File: src/include/tel_consts.svh
// register offsets, field positions and bus codes of the test error loop block
`ifndef TEL_CONSTS_SVH
`define TEL_CONSTS_SVH

// register map, byte addresses on the AXI4-Lite slave
`define TEL_ADDR_W 8
`define TEL_CTRL_OFS 8'h00
`define TEL_STATUS_OFS 8'h04

// control register fields
`define TEL_CTRL_START_BIT 0

// status register fields
`define TEL_ST_STATE_LSB 0
`define TEL_ST_STATE_MSB 2
`define TEL_ST_MSG_LSB 4
`define TEL_ST_MSG_MSB 7
`define TEL_ST_RESID_BIT 8
`define TEL_ST_RVALID_BIT 9
`define TEL_ST_FAIL_BIT 10
`define TEL_ST_SPEC_BIT 11
`define TEL_ST_MARKER_BIT 12
`define TEL_ST_RERUN_BIT 13

// response codes and reset values
`define TEL_RESP_OKAY 2'b00
`define TEL_RESP_DECERR 2'b11
`define TEL_DATA_ZERO 32'h0000_0000
`define TEL_NUM_KEYS 7

`endif

File: src/include/tel_pkg.sv
// types shared by the test error loop block
package tel_pkg;

  // controller states
  typedef enum logic [2:0] {
    TEL_QUIET    = 3'b000,
    TEL_RUN      = 3'b001,
    TEL_STOP_RW  = 3'b010,
    TEL_LOOP_RW  = 3'b011,
    TEL_STOP_CTL = 3'b100,
    TEL_LOOP_CTL = 3'b101
  } tel_state_e;

  // display message codes
  typedef enum logic [3:0] {
    MSG_IDLE         = 4'h0,
    MSG_RUN          = 4'h1,
    MSG_RW_ASK       = 4'h2,
    MSG_RW_ON        = 4'h3,
    MSG_RW_OFF       = 4'h4,
    MSG_RW_STOP_ON   = 4'h5,
    MSG_RW_STOP_OFF  = 4'h6,
    MSG_CTL_ASK      = 4'h7,
    MSG_CTL_ON       = 4'h8,
    MSG_CTL_OFF      = 4'h9,
    MSG_CTL_STOP_ON  = 4'ha,
    MSG_CTL_STOP_OFF = 4'hb,
    MSG_FAIL         = 4'hc,
    MSG_PASS         = 4'hd
  } tel_msg_e;

  // one key command per cycle
  typedef enum logic [2:0] {
    KEY_NONE   = 3'b000,
    KEY_REPEAT = 3'b001,
    KEY_STOP   = 3'b010,
    KEY_LOOP   = 3'b011,
    KEY_YES    = 3'b100,
    KEY_CONT   = 3'b101,
    KEY_NO     = 3'b110,
    KEY_MORE   = 3'b111
  } tel_key_e;

endpackage

File: src/include/tel_core_if.sv
// carrier between the controller core, its register slave and key decoder
`timescale 1ns/1ps
interface tel_core_if;
  logic start_p;
  logic [31:0] status;
  tel_pkg::tel_key_e key_cmd;

  modport regs (output start_p, input status);
  modport keys (output key_cmd);
  modport core (input start_p, input key_cmd, output status);
endinterface

File: src/rtl/tel_keys.sv
// key decoder: one command per press, fixed priority among keys
`timescale 1ns/1ps
`include "tel_consts.svh"
module tel_keys (
  input wire logic aclk,
  input wire logic aresetn,
  input wire logic [`TEL_NUM_KEYS-1:0] keys,
  tel_core_if.keys kif
);
  // bit order of keys: repeat, stop, loop, yes, cont, no, more
  logic [`TEL_NUM_KEYS-1:0] prev_ff;
  logic [`TEL_NUM_KEYS-1:0] rise;
  tel_pkg::tel_key_e nxt_cmd;
  tel_pkg::tel_key_e cmd_ff;

  // a held key counts once; only its rising edge is a press
  always_ff @(posedge aclk) begin
    if (!aresetn) begin
      prev_ff <= '0;
    end else begin
      prev_ff <= keys;
    end
  end

  assign rise = keys & ~prev_ff;

  // repeat wins, so a restart is never masked by another key
  always_comb begin
    nxt_cmd = tel_pkg::KEY_NONE;
    if (rise[0]) nxt_cmd = tel_pkg::KEY_REPEAT;
    else if (rise[1]) nxt_cmd = tel_pkg::KEY_STOP;
    else if (rise[2]) nxt_cmd = tel_pkg::KEY_LOOP;
    else if (rise[3]) nxt_cmd = tel_pkg::KEY_YES;
    else if (rise[4]) nxt_cmd = tel_pkg::KEY_CONT;
    else if (rise[5]) nxt_cmd = tel_pkg::KEY_NO;
    else if (rise[6]) nxt_cmd = tel_pkg::KEY_MORE;
  end

  // command lives one cycle, so at most one transition per press
  always_ff @(posedge aclk) begin
    if (!aresetn) begin
      cmd_ff <= tel_pkg::KEY_NONE;
    end else begin
      cmd_ff <= nxt_cmd;
    end
  end

  assign kif.key_cmd = cmd_ff;
endmodule // tel_keys

File: src/rtl/tel_axil.sv
// axi4-lite slave: control and status registers of the controller
`timescale 1ns/1ps
`include "tel_consts.svh"
module tel_axil (
  input wire logic aclk,
  input wire logic aresetn,
  input wire logic [`TEL_ADDR_W-1:0] s_axi_awaddr,
  input wire logic s_axi_awvalid,
  output logic s_axi_awready,
  input wire logic [31:0] s_axi_wdata,
  input wire logic [3:0] s_axi_wstrb,
  input wire logic s_axi_wvalid,
  output logic s_axi_wready,
  output logic [1:0] s_axi_bresp,
  output logic s_axi_bvalid,
  input wire logic s_axi_bready,
  input wire logic [`TEL_ADDR_W-1:0] s_axi_araddr,
  input wire logic s_axi_arvalid,
  output logic s_axi_arready,
  output logic [31:0] s_axi_rdata,
  output logic [1:0] s_axi_rresp,
  output logic s_axi_rvalid,
  input wire logic s_axi_rready,
  tel_core_if.regs rif
);
  logic aw_have_ff;
  logic w_have_ff;
  logic [`TEL_ADDR_W-1:0] awaddr_ff;
  logic [31:0] wdata_ff;
  logic [3:0] wstrb_ff;
  logic start_ff;
  logic do_write;

  assign s_axi_awready = !aw_have_ff && !s_axi_bvalid;
  assign s_axi_wready = !w_have_ff && !s_axi_bvalid;
  assign s_axi_arready = !s_axi_rvalid;
  assign do_write = aw_have_ff && w_have_ff && !s_axi_bvalid;

  // address and data are latched independently, in either order
  always_ff @(posedge aclk) begin
    if (!aresetn) begin
      aw_have_ff <= 1'b0;
      w_have_ff <= 1'b0;
      awaddr_ff <= '0;
      wdata_ff <= `TEL_DATA_ZERO;
      wstrb_ff <= 4'h0;
    end else begin
      if (s_axi_awvalid && s_axi_awready) begin
        aw_have_ff <= 1'b1;
        awaddr_ff <= s_axi_awaddr;
      end else if (do_write) begin
        aw_have_ff <= 1'b0;
      end
      if (s_axi_wvalid && s_axi_wready) begin
        w_have_ff <= 1'b1;
        wdata_ff <= s_axi_wdata;
        wstrb_ff <= s_axi_wstrb;
      end else if (do_write) begin
        w_have_ff <= 1'b0;
      end
    end
  end

  // write response; unmapped addresses answer decerr
  always_ff @(posedge aclk) begin
    if (!aresetn) begin
      s_axi_bvalid <= 1'b0;
      s_axi_bresp <= `TEL_RESP_OKAY;
    end else if (do_write) begin
      s_axi_bvalid <= 1'b1;
      s_axi_bresp <= (awaddr_ff == `TEL_CTRL_OFS) ? `TEL_RESP_OKAY :
                     (awaddr_ff == `TEL_STATUS_OFS) ? `TEL_RESP_OKAY :
                     `TEL_RESP_DECERR;
    end else if (s_axi_bready) begin
      s_axi_bvalid <= 1'b0;
    end
  end

  // start is a one-cycle pulse from a write of one to the start bit
  always_ff @(posedge aclk) begin
    if (!aresetn) begin
      start_ff <= 1'b0;
    end else begin
      start_ff <= do_write && (awaddr_ff == `TEL_CTRL_OFS) &&
                  wstrb_ff[0] && wdata_ff[`TEL_CTRL_START_BIT];
    end
  end

  assign rif.start_p = start_ff;

  // read path; the control register reads as zero, start self-clears
  always_ff @(posedge aclk) begin
    if (!aresetn) begin
      s_axi_rvalid <= 1'b0;
      s_axi_rdata <= `TEL_DATA_ZERO;
      s_axi_rresp <= `TEL_RESP_OKAY;
    end else if (s_axi_arvalid && s_axi_arready) begin
      s_axi_rvalid <= 1'b1;
      if (s_axi_araddr == `TEL_STATUS_OFS) begin
        s_axi_rdata <= rif.status;
        s_axi_rresp <= `TEL_RESP_OKAY;
      end else if (s_axi_araddr == `TEL_CTRL_OFS) begin
        s_axi_rdata <= `TEL_DATA_ZERO;
        s_axi_rresp <= `TEL_RESP_OKAY;
      end else begin
        s_axi_rdata <= `TEL_DATA_ZERO;
        s_axi_rresp <= `TEL_RESP_DECERR;
      end
    end else if (s_axi_rready) begin
      s_axi_rvalid <= 1'b0;
    end
  end
endmodule // tel_axil

File: src/rtl/tel_top.sv
// test error loop controller: stop, loop, continue and repeat handling
//
// The placing of the registers and the AXI4-Lite interface to the registers were left to the implementer.
`timescale 1ns/1ps
`include "tel_consts.svh"
module tel_top (
  input wire logic aclk,
  input wire logic aresetn,
  input wire logic [`TEL_ADDR_W-1:0] s_axi_awaddr,
  input wire logic s_axi_awvalid,
  output logic s_axi_awready,
  input wire logic [31:0] s_axi_wdata,
  input wire logic [3:0] s_axi_wstrb,
  input wire logic s_axi_wvalid,
  output logic s_axi_wready,
  output logic [1:0] s_axi_bresp,
  output logic s_axi_bvalid,
  input wire logic s_axi_bready,
  input wire logic [`TEL_ADDR_W-1:0] s_axi_araddr,
  input wire logic s_axi_arvalid,
  output logic s_axi_arready,
  output logic [31:0] s_axi_rdata,
  output logic [1:0] s_axi_rresp,
  output logic s_axi_rvalid,
  input wire logic s_axi_rready,
  input wire logic repeat_key,
  input wire logic stop_key,
  input wire logic loop_key,
  input wire logic yes_key,
  input wire logic cont_key,
  input wire logic no_key,
  input wire logic more_key,
  input wire logic rw_error_det,
  input wire logic control_line_error_det,
  input wire logic error_present,
  input wire logic test_done,
  output logic test_run_ff,
  output logic test_restart_ff,
  output logic loop_op_ff,
  output logic loop_on_ctl_ff,
  output tel_pkg::tel_msg_e msg_ff,
  output logic stopped_lamp_ff,
  output logic looping_lamp_ff,
  output logic more_lamp_ff,
  output logic line2_show_ff,
  output logic err_marker_ff,
  output logic wait_ind_ff,
  output logic beep_ff,
  output logic result_valid_ff,
  output logic result_fail_ff
);
  tel_core_if cif ();

  tel_pkg::tel_state_e state_ff;
  tel_pkg::tel_state_e nxt_state;
  tel_pkg::tel_msg_e nxt_msg;
  tel_pkg::tel_key_e key;
  logic resid_ff;
  logic nxt_resid;
  logic specified_ff;
  logic nxt_specified;
  logic rerun_ff;
  logic nxt_rerun;
  logic nxt_marker;
  logic nxt_line2;
  logic nxt_result_valid;
  logic nxt_result_fail;
  logic restart;
  logic rw_on;
  logic ask;
  logic stop_on;
  logic looping_now;
  logic looping_nxt;

  // register slave: start strobe in, status word out
  tel_axil u_axil (
    .aclk(aclk),
    .aresetn(aresetn),
    .s_axi_awaddr(s_axi_awaddr),
    .s_axi_awvalid(s_axi_awvalid),
    .s_axi_awready(s_axi_awready),
    .s_axi_wdata(s_axi_wdata),
    .s_axi_wstrb(s_axi_wstrb),
    .s_axi_wvalid(s_axi_wvalid),
    .s_axi_wready(s_axi_wready),
    .s_axi_bresp(s_axi_bresp),
    .s_axi_bvalid(s_axi_bvalid),
    .s_axi_bready(s_axi_bready),
    .s_axi_araddr(s_axi_araddr),
    .s_axi_arvalid(s_axi_arvalid),
    .s_axi_arready(s_axi_arready),
    .s_axi_rdata(s_axi_rdata),
    .s_axi_rresp(s_axi_rresp),
    .s_axi_rvalid(s_axi_rvalid),
    .s_axi_rready(s_axi_rready),
    .rif(cif.regs)
  );

  // key decoder: presses become single-cycle commands
  tel_keys u_keys (
    .aclk(aclk),
    .aresetn(aresetn),
    .keys({more_key, no_key, cont_key, yes_key, loop_key, stop_key,
           repeat_key}),
    .kif(cif.keys)
  );

  assign key = cif.key_cmd;

  // a returned control-line error keeps the read/write loop showing error
  assign rw_on = error_present | err_marker_ff;
  assign ask = (msg_ff == tel_pkg::MSG_RW_ASK) ||
               (msg_ff == tel_pkg::MSG_CTL_ASK);
  assign stop_on = (msg_ff != tel_pkg::MSG_RW_STOP_OFF) &&
                   (msg_ff != tel_pkg::MSG_CTL_STOP_OFF);

  // next state, message and flags
  always_comb begin
    nxt_state = state_ff;
    nxt_msg = msg_ff;
    nxt_resid = resid_ff;
    nxt_specified = specified_ff;
    nxt_rerun = rerun_ff;
    nxt_marker = err_marker_ff;
    nxt_line2 = line2_show_ff;
    nxt_result_valid = result_valid_ff;
    nxt_result_fail = result_fail_ff;
    restart = 1'b0;
    if (cif.start_p ||
        (key == tel_pkg::KEY_REPEAT && specified_ff)) begin
      restart = 1'b1;
      nxt_rerun = 1'b0;
      nxt_specified = 1'b1;
    end else begin
      unique case (state_ff)
        tel_pkg::TEL_QUIET: begin
          // loop reruns forever; repeat is caught above and runs once
          if (key == tel_pkg::KEY_LOOP && specified_ff) begin
            restart = 1'b1;
            nxt_rerun = 1'b1;
          end
        end
        tel_pkg::TEL_RUN: begin
          // control-line error ranks above read/write when both arrive
          if (control_line_error_det) begin
            nxt_state = tel_pkg::TEL_STOP_CTL;
            nxt_msg = tel_pkg::MSG_CTL_ASK;
          end else if (rw_error_det) begin
            nxt_state = tel_pkg::TEL_STOP_RW;
            nxt_msg = tel_pkg::MSG_RW_ASK;
          end else if (test_done) begin
            nxt_result_valid = 1'b1;
            nxt_result_fail = resid_ff;
            if (rerun_ff) begin
              restart = 1'b1;
            end else begin
              nxt_state = tel_pkg::TEL_QUIET;
              nxt_msg = resid_ff ? tel_pkg::MSG_FAIL :
                        tel_pkg::MSG_PASS;
            end
          end
        end
        tel_pkg::TEL_STOP_RW: begin
          // yes and no only answer the loop prompt itself
          if (key == tel_pkg::KEY_LOOP ||
              (key == tel_pkg::KEY_YES && ask)) begin
            nxt_state = tel_pkg::TEL_LOOP_RW;
            nxt_msg = (ask || stop_on) ? tel_pkg::MSG_RW_ON :
                      tel_pkg::MSG_RW_OFF;
          end else if (key == tel_pkg::KEY_CONT ||
                       (key == tel_pkg::KEY_NO && ask)) begin
            nxt_state = tel_pkg::TEL_RUN;
            nxt_msg = tel_pkg::MSG_RUN;
            if (stop_on) begin
              nxt_resid = 1'b1;
            end
          end
        end
        tel_pkg::TEL_LOOP_RW: begin
          if (control_line_error_det) begin
            nxt_state = tel_pkg::TEL_STOP_CTL;
            nxt_msg = tel_pkg::MSG_CTL_ASK;
          end else if (key == tel_pkg::KEY_STOP) begin
            nxt_state = tel_pkg::TEL_STOP_RW;
            nxt_msg = rw_on ? tel_pkg::MSG_RW_STOP_ON :
                      tel_pkg::MSG_RW_STOP_OFF;
          end else begin
            nxt_msg = rw_on ? tel_pkg::MSG_RW_ON :
                      tel_pkg::MSG_RW_OFF;
          end
        end
        tel_pkg::TEL_STOP_CTL: begin
          if (key == tel_pkg::KEY_LOOP ||
              (key == tel_pkg::KEY_YES && ask)) begin
            nxt_state = tel_pkg::TEL_LOOP_CTL;
            nxt_msg = (ask || stop_on) ? tel_pkg::MSG_CTL_ON :
                      tel_pkg::MSG_CTL_OFF;
            nxt_line2 = 1'b0;
          end else if (key == tel_pkg::KEY_CONT ||
                       (key == tel_pkg::KEY_NO && ask)) begin
            nxt_state = tel_pkg::TEL_LOOP_RW;
            nxt_msg = tel_pkg::MSG_RW_ON;
            nxt_line2 = 1'b0;
            // only an unremoved control-line error leaves the marker
            if (stop_on) begin
              nxt_marker = 1'b1;
            end
          end else if (key == tel_pkg::KEY_MORE) begin
            nxt_line2 = !line2_show_ff;
          end
        end
        tel_pkg::TEL_LOOP_CTL: begin
          if (key == tel_pkg::KEY_STOP) begin
            nxt_state = tel_pkg::TEL_STOP_CTL;
            nxt_msg = error_present ? tel_pkg::MSG_CTL_STOP_ON :
                      tel_pkg::MSG_CTL_STOP_OFF;
          end else begin
            nxt_msg = error_present ? tel_pkg::MSG_CTL_ON :
                      tel_pkg::MSG_CTL_OFF;
          end
        end
        default: begin
          nxt_state = tel_pkg::TEL_QUIET;
          nxt_msg = tel_pkg::MSG_IDLE;
        end
      endcase
    end
    // every start from the beginning wipes residual errors
    if (restart) begin
      nxt_state = tel_pkg::TEL_RUN;
      nxt_msg = tel_pkg::MSG_RUN;
      nxt_resid = 1'b0;
      nxt_marker = 1'b0;
      nxt_line2 = 1'b0;
    end
  end

  // state and message
  always_ff @(posedge aclk) begin
    if (!aresetn) begin
      state_ff <= tel_pkg::TEL_QUIET;
      msg_ff <= tel_pkg::MSG_IDLE;
    end else begin
      state_ff <= nxt_state;
      msg_ff <= nxt_msg;
    end
  end

  // residual errors, marker and test bookkeeping
  always_ff @(posedge aclk) begin
    if (!aresetn) begin
      resid_ff <= 1'b0;
      err_marker_ff <= 1'b0;
      specified_ff <= 1'b0;
      rerun_ff <= 1'b0;
      line2_show_ff <= 1'b0;
      result_valid_ff <= 1'b0;
      result_fail_ff <= 1'b0;
    end else begin
      resid_ff <= nxt_resid;
      err_marker_ff <= nxt_marker;
      specified_ff <= nxt_specified;
      rerun_ff <= nxt_rerun;
      line2_show_ff <= nxt_line2;
      result_valid_ff <= nxt_result_valid;
      result_fail_ff <= nxt_result_fail;
    end
  end

  assign looping_now = (state_ff == tel_pkg::TEL_LOOP_RW) ||
                       (state_ff == tel_pkg::TEL_LOOP_CTL);
  assign looping_nxt = (nxt_state == tel_pkg::TEL_LOOP_RW) ||
                       (nxt_state == tel_pkg::TEL_LOOP_CTL);

  // beep only on a toggle inside the same loop, not on entering it
  always_ff @(posedge aclk) begin
    if (!aresetn) begin
      beep_ff <= 1'b0;
    end else begin
      beep_ff <= looping_now && (nxt_state == state_ff) &&
                 (nxt_msg != msg_ff);
    end
  end

  // lamps and run and loop controls follow the next state; test_restart_ff follows restart
  always_ff @(posedge aclk) begin
    if (!aresetn) begin
      test_run_ff <= 1'b0;
      test_restart_ff <= 1'b0;
      loop_op_ff <= 1'b0;
      loop_on_ctl_ff <= 1'b0;
      stopped_lamp_ff <= 1'b0;
      looping_lamp_ff <= 1'b0;
      more_lamp_ff <= 1'b0;
      wait_ind_ff <= 1'b0;
    end else begin
      test_run_ff <= (nxt_state == tel_pkg::TEL_RUN);
      test_restart_ff <= restart;
      loop_op_ff <= looping_nxt;
      loop_on_ctl_ff <= (nxt_state == tel_pkg::TEL_LOOP_CTL);
      stopped_lamp_ff <= (nxt_state == tel_pkg::TEL_STOP_RW) ||
                         (nxt_state == tel_pkg::TEL_STOP_CTL);
      looping_lamp_ff <= looping_nxt;
      more_lamp_ff <= (nxt_state == tel_pkg::TEL_STOP_CTL);
      wait_ind_ff <= (nxt_state == tel_pkg::TEL_RUN) &&
                     !nxt_rerun;
    end
  end

  // status word seen by software
  always_comb begin
    cif.status = `TEL_DATA_ZERO;
    cif.status[`TEL_ST_STATE_MSB:`TEL_ST_STATE_LSB] = state_ff;
    cif.status[`TEL_ST_MSG_MSB:`TEL_ST_MSG_LSB] = msg_ff;
    cif.status[`TEL_ST_RESID_BIT] = resid_ff;
    cif.status[`TEL_ST_RVALID_BIT] = result_valid_ff;
    cif.status[`TEL_ST_FAIL_BIT] = result_fail_ff;
    cif.status[`TEL_ST_SPEC_BIT] = specified_ff;
    cif.status[`TEL_ST_MARKER_BIT] = err_marker_ff;
    cif.status[`TEL_ST_RERUN_BIT] = rerun_ff;
  end
endmodule // tel_top

File: config.mk
export PLATFORM = sky130hd
export DESIGN_NAME = tel_top
export DESIGN_NICKNAME = d
export VERILOG_FILES = /design/src/include/tel_pkg.sv /design/src/include/tel_core_if.sv /design/src/rtl/tel_keys.sv /design/src/rtl/tel_axil.sv /design/src/rtl/tel_top.sv
export VERILOG_INCLUDE_DIRS = /design/src /design/src/include
export SDC_FILE = /design/constraint.sdc
export NUM_CORES = 1
export LEC_CHECK = 0
export BUFFER_PORTS_ARGS = -buffer_cell sky130_fd_sc_hd__buf_2
export CORE_MARGIN = 4
export CORE_UTILIZATION = 48
export CTS_BUF_LIST = sky130_fd_sc_hd__clkbuf_4 sky130_fd_sc_hd__clkbuf_8 sky130_fd_sc_hd__clkbuf_16
export DETAILED_ROUTE_END_ITERATION = 6
export PLACE_DENSITY = 0.8
export SETUP_SLACK_MARGIN = 0.02
export SLEW_MARGIN = 5
export SYNTH_ARGS = -nofsm -noshare
export SYNTH_HDL_FRONTEND = slang
export SYNTH_SLANG_ARGS = --single-unit
File: constraint.sdc
create_clock -name aclk -period 3.2 [get_ports aclk]
set_clock_uncertainty 0.1 [all_clocks]
set_input_delay 0.64 -clock aclk [delete_from_list [all_inputs] [get_ports aclk]]
set_output_delay 0.64 -clock aclk [all_outputs]
set_load 0.01 [all_outputs]
==> qor.txt <==
Num CTS Buffers - 9
Starting DRT DRC Count - 210
Clock-pin slew on the worst setup and hold paths - 0.07 ns
Routability congestion estimate - 0.9172
Pleak - 1.583 nW
Gr usage total - 19.00%
CTS Root Cell - clkbuf_8
Ratio of cells with drive above 1 in the final layout - 24.15%
Crit path buffers/inverters - 1
Post-route ant nets - 0
Cell taking the most area after synthesis - dfxtp_1
Crit Path Category - reg -> reg
Seq/Total Area, Yosys - 40.34%
Core area - 6061 um2
Worst EP arrival - 2.92 ns
CP peak stage delay - 0.51 ns
Final period util - 88.06%
RSZ-0062 raised after global routing - false
Crit path time final - 2.818 ns
Fmax - 354.9 MHz
Vias in the first global route - 2495
Most used cell, CP - a21oi_1
Top_reg_cell synth - dfxtp_1
Number of buffers added on ports - 74
Critical R2R Capture - beep_ff$_SDFF_PN0_
Skew-Pair Late Insertion Delay - 0.33 ns
Outcome - finished, final reports clean
CP Capture Type - register
CTS max path bufs - 2
R2r startpoint - u_keys.kif.key_cmd[1]$_SDFF_PP0_
TNS Setup - 0 ns
Initial antenna violation count - 0
Hold depth - 1
R2r setup slk - 0.38 ns
Hold Path Origin - u_axil.awaddr_ff[2]$_SDFFE_PN0P_
CP required - 3.30 ns
Wirelength, routed - 7221 um
Die Span Y - 88.06 um
Die Area - 7755 um2
Pins Over Slew Limit - 0
Std cell rows - 28
Pwr dens - 439.6 nW/um2
HPWL Detailed - 5440 um
Gates resized, CTS repair - 0
DRT Pass-1 Iters - 4
GRT overflow - 0
CTS tree - done
Critical-path maximum fanout - 8
Syn-to-layout area delta - 15.09%
Reg2reg path depth - 10
Synth warn - 0
Hold Crit Endpoint - u_axil.rif.start_p$_SDFF_PN0_
Largest cells by area after synthesis - dfxtp_1 40%, buf_4 5.9%, nor2_1 5.7%, nand2_1 4.1%, a21oi_1 3.7%
Clock sink total - 62
Worst Tran Pin Value - 0.7020 ns
Number of setup violations in the final report - 0
Initial Utilization - 50.76%
Max-slew headroom - 53.13%
Final #Nets - 505
Cts hold-fix bufs - 0
Final Hold Fails - 0
Ports - 128
# diodes - 0
Wirelength per Cell - 14.05 um
Maximum vdd drop - 306.5 uV
Die width - 88.06 um
DR vias - 2747
Mean Syn Cell Area - 8.338 um2
Mapped Area - 3077 um2
Number of max-cap violations - 0
Synth Register Bits - 62
Crit-path cells - inv_1 > or3_1 > ha_1 > nand2b_1 > a21oi_1 > o32ai_1 > a21oi_1 > and3_1 > a2111oi_0 > a31oi_1
Synthesized netlist cell count - 369
Synth unique cells - 64
DRC viols - 0
Tot Pwr - 1.557 mW
Critical Path Source Type - register
Largest net degree at the start of global routing - 38
H-tree Lvls - 3
Hold/Removal Path Class - reg -> reg
Number of synthesized flops with an enable pin - 0
Setup Buffers After CTS - 0
Slowest-stage cell, CP - dfxtp_1
Via density - 5.344
Hold_ws - 0.3295 ns
Asr flop ratio synth - 0%
Top-area cell type share of the netlist area - 40.34%
Top delay family on crit path - compound AO/OA/AOI/OAI gates
Global-route wire length before repair - 11520 um
-- metal layers --
metal	track usage, %	vias up	wire [um]
met1	24.00	1265	3063
met3	5.268	9	603
met4	5.907	0	100
met5	0	-	0
li1	-	1375	-
met2	31.58	98	3453
-- cell usage in the layout (no fill, tap or decap), drive strengths merged, types with 2 or more instances in the layout --
| cell | synthesis | final |
|---|---|---|
| nor3 | 7 | 7 |
| o21a | 9 | 9 |
| a22oi | 14 | 14 |
| nor2b | 13 | 13 |
| nand3b | 2 | 2 |
| a31oi | 3 | 3 |
| a32oi | 2 | 2 |
| or2 | 4 | 4 |
| nand2b | 9 | 9 |
| dfxtp | 62 | 62 |
| a21oi | 24 | 24 |
| a2111oi | 2 | 2 |
| conb | 1 | 19 |
| xor2 | 2 | 2 |
| and4 | 2 | 2 |
| o211a | 3 | 3 |
| o21ai | 11 | 11 |
| or3 | 5 | 5 |
| o2bb2ai | 2 | 2 |
| o31ai | 4 | 4 |
| and2 | 10 | 10 |
| nor2 | 47 | 47 |
| mux2i | 5 | 5 |
| and3b | 3 | 3 |
| nand2 | 35 | 35 |
| a211oi | 3 | 3 |
| nor4 | 3 | 3 |
| and3 | 4 | 4 |
| inv | 16 | 16 |
| clkbuf | 8 | 12 |
| o32ai | 2 | 2 |
| buf | 31 | 75 |
| clkinv | 0 | 3 |
| nand3 | 3 | 3 |
-- worst max-delay path by stage --
stage	from	endpoint	slack, ns	cells after the start
finish	u_keys.kif.key_cmd[1]$_SDFF_PP0_	beep_ff$_SDFF_PN0_	0.38	10
global route	u_keys.kif.key_cmd[1]$_SDFF_PP0_	beep_ff$_SDFF_PN0_	0.23	10
CTS	u_keys.kif.key_cmd[1]$_SDFF_PP0_	beep_ff$_SDFF_PN0_	0.42	10
detailed placement	error_present	beep_ff$_SDFF_PN0_	0.42	10
global placement	error_present	beep_ff$_SDFF_PN0_	0.41	10
floorplan	error_present	beep_ff$_SDFF_PN0_	0.74	9
-- worst register-to-register path, delay by kind of cell, from the launching register on --
family	cells	cell delay [ns]
AND/OR/NAND/NOR	3	0.67
buffers and inverters	1	0.15
AO/OA/AOI/OAI	5	0.96
flip-flops	1	0.51
adder cells (fa/ha/maj)	1	0.31
-- per-stage QoR --
stage	cells	util [%]	setup WS [ns]	area (um2)
after detailed placement	498	55.53	0.4248	3366
final	514	58.42	0.3821	3541
after global placement	498	55.53	0.4131	3366
after CTS	514	58.42	0.4210	3541
after global routing	514	58.42	0.2305	3541
after floorplan	387	-	0.7407	3144
-- power breakdown --
part / switching [mW] / total, mW / internal, mW
Sequential: 0.0174 / 0.811 / 0.793
Clock: 0.289 / 0.605 / 0.315
Combinational: 0.0847 / 0.141 / 0.0564
Total: 0.391 / 1.56 / 1.17
-- sequential cells by signal, summed over array words and instances, names as in the netlist, 3 cells and up --
| register | count |
|---|---|
| msg_ff | 4 |
| u_axil.awaddr_ff | 8 |
| u_keys.prev_ff | 7 |
| u_axil.s_axi_rdata | 13 |
| u_keys.kif.key_cmd | 3 |
| state_ff | 3 |
-- cell usage after synthesis (3+ instances only) --
library cell	instances
and2_1	10
a22oi_1	14
dfxtp_1	62
a211oi_1	3
o211a_1	3
nand2b_1	9
nor2b_1	13
clkbuf_1	7
o21a_1	8
nor2_1	47
or3_1	5
buf_4	24
nand3_1	3
and3_1	4
inv_1	14
o21ai_0	11
buf_2	4
a21oi_1	23
nand2_1	34
nor3_1	6
a31oi_1	3
nor4_1	3
mux2i_1	5
or2_2	3
and3b_1	3
-- cell type report --
class | count | area [um2]
Clock inverter | 4 | 22.52
Tap cell | 75 | 93.84
Inverter | 16 | 60.06
Sequential cell | 62 | 1241
Fill cell | 579 | 2520
Timing Repair Buffer | 75 | 377.9
Clock buffer | 12 | 152.6
Multi-Input combinational cell | 270 | 1593
-- cells by family after synthesis --
kind of cell / share of synthesized area [%]
flip-flops: 40.34
other: 0.1219
AO/OA/AOI/OAI: 20.66
adder cells (fa/ha/maj): 0.7320
multiplexers: 1.627
XOR/XNOR: 1.098
AND/OR/NAND/NOR: 25.34
buffers and inverters: 10.09
No activity file was read; power rests on OpenSTA's default activity.
